### src/core/adchp_pkg.sv
package adchp_pkg;

   localparam int RES_W = 13;
   localparam int CFG_W = 8;
   localparam int BYTE_W = 8;
   localparam int SIGN_BIT = 12;
   localparam int SUM_W = 16;
   localparam int CNT_W = 16;

   // power-up values
   localparam logic [7:0] CFG_RESET = 8'h10;
   localparam logic [12:0] RESULT_RESET = 13'h0000;
   localparam logic [12:0] OFFSET_RESET = 13'h0000;

   // data pin enables per bus width
   localparam logic [12:0] OE_WIDE = 13'h1FFF;
   localparam logic [12:0] OE_NARROW = 13'h00FF;
   localparam logic [12:0] OE_OFF = 13'h0000;

   // command field codes
   localparam logic [2:0] CMD_STANDBY = 3'h0;
   localparam logic [2:0] CMD_FULL_CAL = 3'h1;
   localparam logic [2:0] CMD_AUTO_ZERO = 3'h2;
   localparam logic [2:0] CMD_RESET = 3'h3;
   localparam logic [2:0] CMD_START = 3'h4;

   // acquisition lengths in device clocks
   localparam logic [6:0] ACQ_LEN_0 = 7'h09;
   localparam logic [6:0] ACQ_LEN_1 = 7'h0F;
   localparam logic [6:0] ACQ_LEN_2 = 7'h2F;
   localparam logic [6:0] ACQ_LEN_3 = 7'h4F;

   // offset measurements per calibration kind
   localparam logic [3:0] CAL_SAMPLES = 4'h8;
   localparam logic [3:0] AZ_SAMPLES = 4'h1;
   localparam int CAL_SHIFT = 3;

   typedef struct packed {
      logic [2:0] cmd;
      logic sync;
      logic bus_wide;
      logic single_ended;
      logic [1:0] acq_sel;
   } adchp_cfg_t;

   typedef struct packed {
      logic cs_n;
      logic rd_n;
      logic wr_n;
   } adchp_bus_t;

   function automatic logic [6:0] adchp_acq_len(input logic [1:0] sel);
      logic [6:0] len;
      len = ACQ_LEN_0;
      unique case (sel)
         2'h0: len = ACQ_LEN_0;
         2'h1: len = ACQ_LEN_1;
         2'h2: len = ACQ_LEN_2;
         2'h3: len = ACQ_LEN_3;
      endcase
      return len;
   endfunction

   function automatic logic [7:0] adchp_high_byte(input logic [12:0] r);
      return {{3{r[SIGN_BIT]}}, r[12:8]};
   endfunction

endpackage

### src/core/adchp_top.sv
// How it works
// - result register holds 13-bit two's complement, 12-bit magnitude plus sign
// - every host read drives the result, never the configuration
// - narrow high byte carries the sign replicated above bit 12
// - bit 12 is sign, bits 11..0 the value, bit 11 most significant
// - result reads zero after power-up until a conversion completes
// - bus_width_select clear drives lines 7..0 only; set drives 12..0
// - narrow bus width is selected at power-up
// - narrow mode loads the whole configuration from one write
// - narrow reads alternate low byte then high byte
// - wide mode moves the full result or configuration in one cycle
// - write_edge_select high latches on falling write edge, low on rising
// - standby command enters standby; ready_low_flag stays high there
// - any other command leaves standby; ready_low_flag drops at once, except full cal and auto-zero, which keep it high while calibrating
// - device is in standby after power-up
// - sync bit set makes trigger pin an input; set at power-up
// - external trigger mode starts conversion on trigger rising edge
// - internal mode drives trigger pin high during conversion only
// - internal acquisition counts 9, 15, 47 or 79 clocks
// - acquisition counter starts when ready_low_flag rises after a read
// - external mode ignores acquisition select; trigger rise ends acquisition
// - full calibration averages eight offset measurements into a coefficient
// - configuration is 8-bit write-only and never readable
// - acquisition select codes 00..11 give 9, 15, 47, 79 clocks
// - command codes: standby, full cal, auto-zero, reset, start conversion
// - sync bit is bit 4 and configuration resets to 0x10
module adchp_top #(
   parameter int unsigned CONV_CYCLES = 40,
   parameter int unsigned CAL_CYCLES = 200,
   parameter int unsigned FIFO_DEPTH = 16
) (
   input wire logic clock,
   input wire logic arst_n,
   input wire adchp_pkg::adchp_bus_t host_bus,
   input wire logic write_edge_select,
   input wire logic [12:0] data_in,
   output logic [12:0] data_out,
   output logic [12:0] data_oe,
   output logic ready_low_flag,
   input wire logic sample_trigger_in,
   output logic sample_trigger_out,
   output logic sample_trigger_oe,
   input wire logic sample_valid,
   output logic sample_ready,
   input wire logic [12:0] sample_data
);
   generate
      if (CONV_CYCLES < 1 || CONV_CYCLES >= (1 << adchp_pkg::CNT_W) ||
          CAL_CYCLES < 1 || CAL_CYCLES >= (1 << adchp_pkg::CNT_W)) begin : g_bad
         $error("conversion and calibration cycles must fit the counter");
      end
   endgenerate

   localparam logic [15:0] CONV_LEN = 16'(CONV_CYCLES);
   localparam logic [15:0] CAL_LEN = 16'(CAL_CYCLES);

   typedef enum logic [2:0] {
      ST_STANDBY,
      ST_IDLE,
      ST_ACQ,
      ST_WAIT_TRIG,
      ST_CONVERT,
      ST_CAL
   } adchp_state_t;

   adchp_state_t state_r;
   adchp_state_t state_nxt;
   adchp_pkg::adchp_cfg_t cfg_r;
   adchp_pkg::adchp_cfg_t cfg_new;
   adchp_pkg::adchp_bus_t bus_d_r;
   logic [12:0] result_r;
   logic [12:0] offset_r;
   logic [15:0] cal_sum_r;
   logic [3:0] cal_left_r;
   logic cal_full_r;
   logic byte_sel_r;
   logic edge_sel_r;
   logic strap_taken_r;
   logic trig_d_r;
   logic [12:0] data_out_r;
   logic [12:0] data_oe_r;
   logic ready_r;
   logic trig_out_r;
   logic trig_oe_r;

   logic wr_fall;
   logic wr_rise;
   logic cfg_write;
   logic rd_act;
   logic rd_end;
   logic read_done;
   logic trig_rise;
   logic acq_start;
   logic acq_busy;
   logic acq_done;
   logic run_start;
   logic run_busy;
   logic [15:0] run_len;
   logic fifo_valid;
   logic fifo_pop;
   logic [12:0] fifo_data;
   logic [12:0] corrected;
   logic [15:0] sum_nxt;

   // strap is caught once after reset release; it must not move afterwards
   always_ff @(posedge clock or negedge arst_n) begin
      if (!arst_n) begin
         edge_sel_r <= 1'b0;
         strap_taken_r <= 1'b0;
      end else if (!strap_taken_r) begin
         edge_sel_r <= write_edge_select;
         strap_taken_r <= 1'b1;
      end
   end

   always_ff @(posedge clock or negedge arst_n) begin
      if (!arst_n) begin
         bus_d_r <= '1;
         trig_d_r <= 1'b0;
      end else begin
         bus_d_r <= host_bus;
         trig_d_r <= sample_trigger_in;
      end
   end

   assign wr_fall = bus_d_r.wr_n && !host_bus.wr_n && !host_bus.cs_n;
   assign wr_rise = !bus_d_r.wr_n && host_bus.wr_n && !bus_d_r.cs_n;
   assign cfg_write = strap_taken_r && (edge_sel_r ? wr_fall : wr_rise);
   // only the low byte matters even on a wide bus
   assign cfg_new = adchp_pkg::adchp_cfg_t'(data_in[7:0]);
   assign rd_act = !host_bus.cs_n && !host_bus.rd_n;
   assign rd_end = !bus_d_r.rd_n && host_bus.rd_n && !bus_d_r.cs_n;
   assign read_done = rd_end && (cfg_r.bus_wide || byte_sel_r);
   assign trig_rise = cfg_r.sync && sample_trigger_in && !trig_d_r;

   always_ff @(posedge clock or negedge arst_n) begin
      if (!arst_n) begin
         cfg_r <= adchp_pkg::CFG_RESET;
      end else if (cfg_write) begin
         cfg_r <= cfg_new;
      end
   end

   always_ff @(posedge clock or negedge arst_n) begin
      if (!arst_n) begin
         byte_sel_r <= 1'b0;
      end else if (cfg_r.bus_wide || cfg_write) begin
         byte_sel_r <= 1'b0;
      end else if (rd_end) begin
         byte_sel_r <= !byte_sel_r;
      end
   end

   always_comb begin
      state_nxt = state_r;
      acq_start = 1'b0;
      run_start = 1'b0;
      run_len = CONV_LEN;
      if (cfg_write) begin
         unique case (cfg_new.cmd)
            adchp_pkg::CMD_STANDBY: state_nxt = ST_STANDBY;
            adchp_pkg::CMD_FULL_CAL, adchp_pkg::CMD_AUTO_ZERO: begin
               state_nxt = ST_CAL;
               run_start = 1'b1;
               run_len = CAL_LEN;
            end
            adchp_pkg::CMD_START: begin
               state_nxt = cfg_new.sync ? ST_WAIT_TRIG : ST_IDLE;
            end
            default: state_nxt = ST_IDLE;
         endcase
      end else begin
         unique case (state_r)
            ST_STANDBY: state_nxt = ST_STANDBY;
            ST_IDLE: begin
               if (read_done && !cfg_r.sync &&
                   cfg_r.cmd == adchp_pkg::CMD_START) begin
                  state_nxt = ST_ACQ;
                  acq_start = 1'b1;
               end
            end
            ST_ACQ: begin
               if (acq_done) begin
                  state_nxt = ST_CONVERT;
                  run_start = 1'b1;
               end
            end
            ST_WAIT_TRIG: begin
               if (trig_rise) begin
                  state_nxt = ST_CONVERT;
                  run_start = 1'b1;
               end
            end
            ST_CONVERT: begin
               if (!run_busy && fifo_valid) begin
                  state_nxt = cfg_r.sync ? ST_WAIT_TRIG : ST_IDLE;
               end
            end
            ST_CAL: begin
               if (!run_busy && cal_left_r == 4'h0) begin
                  state_nxt = ST_IDLE;
               end
            end
         endcase
      end
   end

   always_ff @(posedge clock or negedge arst_n) begin
      if (!arst_n) begin
         state_r <= ST_STANDBY;
      end else begin
         state_r <= state_nxt;
      end
   end

   // acquisition length ignores acq select in external mode since
   // that path never starts this timer
   adchp_countdown #(.W(adchp_pkg::CNT_W)) u_acq (
      .clock(clock),
      .arst_n(arst_n),
      .start(acq_start),
      .length({9'h000, adchp_pkg::adchp_acq_len(cfg_r.acq_sel)}),
      .busy(acq_busy),
      .done(acq_done)
   );

   adchp_countdown #(.W(adchp_pkg::CNT_W)) u_run (
      .clock(clock),
      .arst_n(arst_n),
      .start(run_start),
      .length(run_len),
      .busy(run_busy),
      .done()
   );

   // samples from the front end queue here; a conversion or calibration
   // that finds it empty waits; the front end sees back-pressure once it is full
   adchp_fifo #(.WIDTH(adchp_pkg::RES_W), .DEPTH(FIFO_DEPTH)) u_fifo (
      .clock(clock),
      .arst_n(arst_n),
      .in_valid(sample_valid),
      .in_ready(sample_ready),
      .in_data(sample_data),
      .out_valid(fifo_valid),
      .out_ready(fifo_pop),
      .out_data(fifo_data)
   );

   assign fifo_pop = fifo_valid &&
      ((state_r == ST_CONVERT && !run_busy && !cfg_write) ||
       (state_r == ST_CAL && cal_left_r != 4'h0));

   // offset subtraction wraps rather than saturates
   assign corrected = 13'(fifo_data - offset_r);
   assign sum_nxt = 16'(cal_sum_r + {{3{fifo_data[adchp_pkg::SIGN_BIT]}},
                                      fifo_data});

   always_ff @(posedge clock or negedge arst_n) begin
      if (!arst_n) begin
         cal_left_r <= 4'h0;
         cal_full_r <= 1'b0;
         cal_sum_r <= '0;
         offset_r <= adchp_pkg::OFFSET_RESET;
      end else if (run_start && state_nxt == ST_CAL) begin
         cal_full_r <= (cfg_new.cmd == adchp_pkg::CMD_FULL_CAL);
         cal_left_r <= (cfg_new.cmd == adchp_pkg::CMD_FULL_CAL) ?
                       adchp_pkg::CAL_SAMPLES : adchp_pkg::AZ_SAMPLES;
         cal_sum_r <= '0;
      end else if (state_r == ST_CAL && fifo_pop) begin
         cal_left_r <= 4'(cal_left_r - 1'b1);
         cal_sum_r <= sum_nxt;
         if (cal_left_r == 4'h1) begin
            offset_r <= cal_full_r ?
               13'($signed(sum_nxt) >>> adchp_pkg::CAL_SHIFT) :
               sum_nxt[12:0];
         end
      end
   end

   always_ff @(posedge clock or negedge arst_n) begin
      if (!arst_n) begin
         result_r <= adchp_pkg::RESULT_RESET;
      end else if (state_r == ST_CONVERT && fifo_pop) begin
         if (cfg_r.single_ended && corrected[adchp_pkg::SIGN_BIT]) begin
            result_r <= adchp_pkg::RESULT_RESET;
         end else begin
            result_r <= corrected;
         end
      end
   end

   always_ff @(posedge clock or negedge arst_n) begin
      if (!arst_n) begin
         data_out_r <= adchp_pkg::RESULT_RESET;
         data_oe_r <= adchp_pkg::OE_OFF;
      end else if (rd_act) begin
         if (cfg_r.bus_wide) begin
            data_out_r <= result_r;
            data_oe_r <= adchp_pkg::OE_WIDE;
         end else begin
            data_out_r <= {5'h00, byte_sel_r ?
               adchp_pkg::adchp_high_byte(result_r) : result_r[7:0]};
            data_oe_r <= adchp_pkg::OE_NARROW;
         end
      end else begin
         data_out_r <= adchp_pkg::RESULT_RESET;
         data_oe_r <= adchp_pkg::OE_OFF;
      end
   end

   always_ff @(posedge clock or negedge arst_n) begin
      if (!arst_n) begin
         ready_r <= 1'b1;
         trig_out_r <= 1'b0;
         trig_oe_r <= 1'b0;
      end else begin
         ready_r <= (state_nxt == ST_STANDBY) || (state_nxt == ST_ACQ) ||
                    (state_nxt == ST_CONVERT) || (state_nxt == ST_CAL);
         trig_out_r <= (state_nxt == ST_CONVERT);
         trig_oe_r <= !cfg_r.sync;
      end
   end

   assign data_out = data_out_r;
   assign data_oe = data_oe_r;
   assign ready_low_flag = ready_r;
   assign sample_trigger_out = trig_out_r;
   assign sample_trigger_oe = trig_oe_r;

   // helper: cycles spent in acquisition
   logic [7:0] acq_run_r;
   always_ff @(posedge clock or negedge arst_n) begin
      if (!arst_n) begin
         acq_run_r <= 8'h00;
      end else begin
         acq_run_r <= (state_r == ST_ACQ) ? 8'(acq_run_r + 1'b1) : 8'h00;
      end
   end
endmodule // adchp_top

### src/core/adchp_countdown.sv
module adchp_countdown #(
   parameter int W = 16
) (
   input wire logic clock,
   input wire logic arst_n,
   input wire logic start,
   input wire logic [W-1:0] length,
   output logic busy,
   output logic done
);
   logic [W-1:0] cnt_r;
   logic busy_r;

   // length of zero is treated as one cycle
   always_ff @(posedge clock or negedge arst_n) begin
      if (!arst_n) begin
         cnt_r <= '0;
         busy_r <= 1'b0;
      end else if (start) begin
         cnt_r <= (length == '0) ? '0 : W'(length - 1'b1);
         busy_r <= 1'b1;
      end else if (busy_r) begin
         if (cnt_r == '0) begin
            busy_r <= 1'b0;
         end else begin
            cnt_r <= W'(cnt_r - 1'b1);
         end
      end
   end

   assign busy = busy_r;
   assign done = busy_r && (cnt_r == '0);
endmodule // adchp_countdown

### src/core/adchp_fifo.sv
module adchp_fifo #(
   parameter int WIDTH = 13,
   parameter int DEPTH = 16
) (
   input wire logic clock,
   input wire logic arst_n,
   input wire logic in_valid,
   output logic in_ready,
   input wire logic [WIDTH-1:0] in_data,
   output logic out_valid,
   input wire logic out_ready,
   output logic [WIDTH-1:0] out_data
);
   localparam int AW = $clog2(DEPTH);

   generate
      if (DEPTH < 2 || (DEPTH & (DEPTH - 1)) != 0 || WIDTH < 1) begin : g_bad
         $error("fifo depth must be a power of two of at least 2");
      end
   endgenerate

   logic [WIDTH-1:0] mem [DEPTH];
   logic [AW:0] wr_ptr_r;
   logic [AW:0] rd_ptr_r;
   logic push;
   logic pop;
   logic in_ready_r;
   logic [AW:0] wr_ptr_nxt;
   logic [AW:0] rd_ptr_nxt;

   // room is registered so the front end sees a flop, not pointer logic
   assign in_ready = in_ready_r;
   assign wr_ptr_nxt = push ? (AW+1)'(wr_ptr_r + 1'b1) : wr_ptr_r;
   assign rd_ptr_nxt = pop ? (AW+1)'(rd_ptr_r + 1'b1) : rd_ptr_r;
   assign out_valid = (wr_ptr_r != rd_ptr_r);
   assign out_data = mem[rd_ptr_r[AW-1:0]];
   assign push = in_valid && in_ready;
   assign pop = out_valid && out_ready;

   always_ff @(posedge clock) begin
      if (push) begin
         mem[wr_ptr_r[AW-1:0]] <= in_data;
      end
   end

   always_ff @(posedge clock or negedge arst_n) begin
      if (!arst_n) begin
         wr_ptr_r <= '0;
         rd_ptr_r <= '0;
         in_ready_r <= 1'b1;
      end else begin
         wr_ptr_r <= wr_ptr_nxt;
         rd_ptr_r <= rd_ptr_nxt;
         in_ready_r <= (wr_ptr_nxt[AW] == rd_ptr_nxt[AW]) ||
                       (wr_ptr_nxt[AW-1:0] != rd_ptr_nxt[AW-1:0]);
      end
   end
endmodule // adchp_fifo

### config.mk
export PLATFORM = sky130hd
export DESIGN_NAME = adchp_top
export DESIGN_NICKNAME = d
export VERILOG_FILES = /design/src/core/adchp_pkg.sv /design/src/core/adchp_top.sv /design/src/core/adchp_countdown.sv /design/src/core/adchp_fifo.sv
export SDC_FILE = /design/constraint.sdc
export NUM_CORES = 1
export LEC_CHECK = 0
export BUFFER_PORTS_ARGS = -buffer_cell sky130_fd_sc_hd__buf_4
export CORE_ASPECT_RATIO = 0.7
export CORE_MARGIN = 3
export CORE_UTILIZATION = 26
export DETAILED_ROUTE_END_ITERATION = 7
export PLACE_DENSITY_LB_ADDON = 0.15
export SKIP_CTS_REPAIR_TIMING = 1
export SLEW_MARGIN = 5
export SYNTH_ARGS = -nofsm -noshare
export SYNTH_HDL_FRONTEND = slang
export SYNTH_SLANG_ARGS = --single-unit
### constraint.sdc
create_clock -name clock -period 8 [get_ports clock]
set_clock_uncertainty 0.2 [all_clocks]
set_input_delay 1.6 -clock clock [delete_from_list [all_inputs] [get_ports clock]]
set_output_delay 1.6 -clock clock [all_outputs]
set_load 0.02 [all_outputs]
# [After elaboration in Yosys (flattened, before gate mapping)]
# Memories as Yosys holds them, arrays and structs flattened.
# Index checks and enable logic that the tools add are counted.
[totals] reg_bits=139 latchBits=0 ram_bits=208 rom_bits=0 input_bits=34 output_inout_bits=30 elab_cells=178 n_memories=1
[classes] add_sub_neg=9 n_mul=0 div=0 magnitude_cmp=0 n_eq_ne=21 shifts=0 muxes=54 bitwise=1 n_reduce_logical=62
[mem_list] name="u_fifo.mem" depth=16 word_bits=13 read_ports=1 rd_clocked_by_memory_dff=0 wr=1 line="adchp_fifo.sv:22" source="logic [WIDTH-1:0] mem [DEPTH];"
[ops] cell="2-to-1 mux 16 bit" count=11
[ops] cell="2-to-1 mux 13 bit" count=6
[ops] cell="zero test 16 bit" count=4
[ops] cell="subtractor 16 x 1 -> 16 bit, second input constant" count=3
[ops] cell="case mux 7 bit (4 select lines)" count=1
[ops] cell="logical AND 1 bit" count=26
[ops] cell="== test 3 bit, second input constant" count=6
[ops] cell="2-to-1 mux 1 bit" count=18
[ops] cell="2-to-1 mux 3 bit" count=6
[ops] cell="case mux 3 bit (6 select lines)" count=1
[ops] cell="adder 16 bit" count=1
[ops] cell="2-to-1 mux 8 bit" count=2
[ops] cell="subtractor 13 bit" count=1
[ops] cell="== test 3 x 2 -> 1 bit, second input constant" count=4
[ops] cell="2-to-1 mux 4 bit" count=3
[ops] cell="zero test 1 bit" count=11
[ops] cell="adder 5 x 1 -> 5 bit, second input constant" count=2
[ops] cell="2-to-1 mux 5 bit" count=2
[ops] cell="zero test 3 bit" count=3
[ops] cell="case mux 3 bit (3 select lines)" count=1
[ops] cell="nonzero test 2 bit" count=4
[ops] cell="subtractor 7 x 1 -> 8 bit, second input constant" count=1
[ops] cell="logical OR 1 bit" count=7
[ops] cell="== test 3 x 1 -> 1 bit, second input constant" count=2
[ops] cell="other kinds (17)" count=21

# [Longest topological paths before layout]
[depth] word_depth=13 mapped_depth=17 ltp_nobuf=14

# [Cells and area by module]
# From an unflattened synthesis, not the netlist that was laid out.
[unflattened] hier_cells=1215 area_unflattened_um2=16329.4
[modules_own_cells] module="adchp_fifo" instances=1 cells_each=365 area_each_um2=8599.5 seq_area_each_um2=6522.5
[modules_own_cells] module="adchp_top" instances=1 cells_each=528 area_each_um2=4939.7 seq_area_each_um2=2083.2
[modules_own_cells] module="adchp_countdown" instances=2 cells_each=161 area_each_um2=1395.1 seq_area_each_um2=425.4

# [Least setup slack after synthesis]
# Ideal clock, no wire load.
[synth_timing] kind="register -> register" startpoint="reg u_fifo.rd_ptr_r[0]" endpoint="reg result_r[10]" setup_time_ns=0.066 arrival_ns=4.430 required_ns=7.734 path_slack_ns=3.304 path_stages_with_launch=18 n_path_buf=3 period_less_slack_ns=4.696 path_cell_list="dfrtp_1 > buf_2 > buf_1 > mux4_2 > mux4_2 > inv_1 > ha_1 > inv_1 > fa_1 > a211oi_1 > o21a_1 > o31ai_1 > a21oi_1 > o21ai_0 > xnor2_1 > a21oi_1 > clkbuf_1 > a22o_1"
[synth_between] elab_chain_cells=4 word_cells_on_any_way=7 cone_classes="1 x add/sub; 1 x eq/ne; 1 x mux; 3 x reduce/logical; 1 x memory"
[synth_rtl] item="start: declaration" line="adchp_fifo.sv:24" source="logic [AW:0] rd_ptr_r;"
[synth_rtl] item="start signal: assignment" line="adchp_fifo.sv:53" source="rd_ptr_r <= rd_ptr_nxt;"
[synth_rtl] item="memory (16 x 13 bit)"
[synth_rtl] item="subtractor 13 bit" line="adchp_top.sv:254" source="assign corrected = 13'(fifo_data - offset_r);"
[synth_rtl] item="logical AND 1 bit" line="adchp_top.sv:284" source="if (cfg_r.single_ended && corrected[adchp_pkg::SIGN_BIT]) begin"
[synth_rtl] item="2-to-1 mux 13 bit" line="adchp_top.sv:284"
[synth_rtl] item="end signal: assignment" line="adchp_top.sv:282" source="result_r <= adchp_pkg::RESULT_RESET;"
[synth_rtl] item="end signal: assignment" line="adchp_top.sv:285" source="result_r <= adchp_pkg::RESULT_RESET;"
[synth_rtl] item="end signal: assignment" line="adchp_top.sv:287" source="result_r <= corrected;"
[synth_rtl] item="end: declaration" line="adchp_top.sv:71" source="logic [12:0] result_r;"
# Several ways; a longest one is shown, not always the timed one.
# A chain may end at the register's enable or synchronous reset.

# [Worst setup path in the final report]
[layout_timing] startpoint="reg u_fifo.rd_ptr_r[0]" endpoint="reg result_r[3]"
# The elaborated chain is that of the path after synthesis.

==> metrics <==
Int Power 3.45 mW; sequential share of power roughly 46%; Area after DPL roughly 0.016 mm^2; DRT iter0 DRCs around 530; vias in the first global route 8653; Core ar. around 0.057 mm^2; switching share of power just under 30%; I/O Pins 64; reg-to-reg startpoint u_fifo.rd_ptr_r[0]; worst reg-to-reg path cell count 12; Post-Syn Area between 0.015 and 0.02 mm^2; Yosys reg bits around 340; Final Hold Viols 0; grt total ovfl 0; Placed Cells incl. Taps ~1.8k; hold depth 1; Pwr Density 277 mW/mm^2; largest net degree at the start of global routing 66; combinational share of power 19.8%; routed len/inst roughly 19 um; GRT Overall Usage about an eighth; final setup violation count 0; Num CTS Buffers 38; Layout fillers around 5.6k; Setup Crit Path Kind flip-flop to flip-flop; Cells after Synth 1060; P_leak 6.43 nW; Max Slew Vio Count 0; Max-cap violations 0; Main synth FF type edfxtp_1; synth unique cells 66; clk_lat worst skew roughly 0.57 ns; Final period util 68.4%; H-tree levels 2; n_diodes 0; YS warnings 0; RSZ-0062 raised after global routing false; top cells by count, synth edfxtp_1 (208), dfrtp_1 (122), nand2_1 (80); Post-Route WL around 36000 um; routed length on met2 between 10000 and 15000 um; Residual DRC 0; Max Clk Rate 0.183 GHz; Max Used Layer met4; Slew headroom a little over a quarter; die width approximately 290 um; ys async rst share a little under two fifths; Worst Path Arrival 5.76 ns; crit path max fanout 42; Total Nets Final about 1.2k; met3 wire len around 1500 um; NetSw ~1.4 mW; Via density roughly 4.6; layout cell share with drive strength beyond 1 about a fifth; Port Buffer Count 58; CP required roughly 8.3 ns; hold path start cfg_r[4]; die height 207 um; most frequent cell after synthesis edfxtp_1; top cells by area, synth edfxtp_1 (42%), dfrtp_1 (20%), mux4_2 (9.6%); die area just over 0.06 mm^2; antenna violations before repair 0; fin cells 1905; R2R Setup Slk between 2 and 3 ns; Worst Hold End sample_trigger_oe; RR Endpoint result_r[3]; Yosys top cell by area edfxtp_1; Pre-antenna DRT Iters 5; first-pass GRT wire length ~56000 um; CTS tree done; clock root cell clkbuf_16; Final GP Congestion 0.707; crit start category flip-flop; Final Cell Area 0.0176 mm^2; Slew @ Worst Pin approximately 1.1 ns; Initial Util between 20% and 30%; VDD IR max 0.000120 V; Area Overhead vs Synth 16.9%; Worst setup EP type flip-flop; Core Util, Final between 30% and 40%; wl on met1 just under 20000 um; Setup TNS 0 ns; Net Count, Synth between 1k and 1.5k; Mean Syn Cell Area about 14 um^2; Synth top area share between 40% and 50%; detailed placement HPWL 23500 um; Row Count 73; Clk pin slew, worst setup/hold paths roughly 0.060 ns; Seq/Total Area, Yosys between 60% and 70%; Clk pwr share 34.4%; Sink Count ~340; Worst Hold Class flip-flop to flip-flop; status finished, final reports clean; DRT antenna net count 0; via count roughly 8.7k; crit path time final about 5.5 ns; Bufs on Longest Clock Path 3; Post-synth EDFFs approximately 210
worst max-delay path by stage:
stage / from / endpoint
final: u_fifo.rd_ptr_r[0] / result_r[3]
after global routing: u_fifo.rd_ptr_r[0] / result_r[3]
after CTS: u_fifo.rd_ptr_r[0] / result_r[3]
after detailed placement: u_fifo.rd_ptr_r[0] / result_r[3]
after global placement: u_fifo.rd_ptr_r[0] / result_r[3]
after floorplan: u_fifo.rd_ptr_r[0] / result_r[10]
cell usage in the layout (no fill, tap or decap), types with 10 or more instances in the layout:
master / instances
dfrtp_1: 120
mux4_2: 64
clkbuf_16: 38
nor3_1: 21
edfxtp_1: 208
or3_1: 12
a21oi_1: 59
a22o_1: 12
buf_4: 81
inv_1: 38
mux2_2: 11
xor2_1: 14
xnor2_1: 56
mux2i_1: 11
ha_1: 37
nand3_1: 12
clkbuf_1: 12
nor2_1: 76
nor4_1: 10
o21ai_0: 34
nand2_1: 80
per-stage QoR:
stage | power, mW | setup WS (ns) | hold WS, ns
detailed placement | 3.23 | 2.44 | 0.259
finish | 4.87 | 2.53 | 0.275
floorplan | 2.90 | 3.30 | 0.234
CTS | 4.95 | 2.39 | 0.275
global placement | 3.23 | 2.45 | 0.261
global route | 5.16 | 2.03 | 0.284
flip-flops by register name, indices dropped and copies added (netlist names), 2 cells and up:
signal / flops
u_fifo.rd_ptr_r: 5
cal_sum_r: 16
data_out: 13
cfg_r: 8
u_run.cnt_r: 16
u_acq.cnt_r: 16
data_oe: 2
result_r: 13
offset_r: 13
cal_left_r: 4
u_fifo.mem: 208
state_r: 3
u_fifo.wr_ptr_r: 5
bus_d_r: 3
power by group through the flow:
| stage | combinational [mW] | sequential [mW] | clock [mW] |
|---|---|---|---|
| finish | 0.965 | 2.23 | 1.67 |
| floorplan | 0.694 | 2.20 | 0 |
| detailed placement | 0.969 | 2.26 | 0 |
| global placement | 0.968 | 2.26 | 0 |
| CTS | 0.974 | 2.23 | 1.75 |
| global route | 1.08 | 2.26 | 1.82 |
logic make-up (layout without fill, tap and decap cells):
family / Yosys count / in the layout / synth area share [%]
xor gates and xnor gates: 70 / 70 / 4.08
and+or+nand+nor: 273 / 273 / 8.80
muxes: 86 / 86 / 11.2
adders and majority gates: 39 / 39 / 3.35
DFF: 336 / 336 / 63.0
buffers and inverters: 90 / 185 / 2.60
other: 1 / 1 / 0.0250
AOI/OAI and AO/OA: 165 / 165 / 7.01
metal layers:
metal	global-route usage (%)	up-vias
met2	16.5	157
met1	19.2	4403
met4	2.82	0
met5	0	-
met3	2.41	52
li1	-	4111
worst max-delay path, stage by stage (launching register included):
cell      delay [ns]
dfrtp_4         0.99
buf_4           0.45
mux4_2          0.56
mux4_2          0.56
ha_1            0.37
a211oi_1        0.35
o21a_1          0.21
o31ai_1         0.08
a21oi_1         0.22
o21ai_0         0.14
xnor2_1         0.16
a21oi_1         0.73
a32o_1          0.27
final cells by class:
type                       instances  area (um^2)  share of cell area (%)
multi-input combinational        634         5210                    29.7
clock buffer                      53         1040                    5.91
clock inverter                    12          146                   0.834
timing repair buffer              82          619                    3.53
sequential                       336         9460                    53.9
inverter                          38          143                   0.813
tap                              750          938                    5.35
Note: power is estimated with default switching activity, not from simulation.
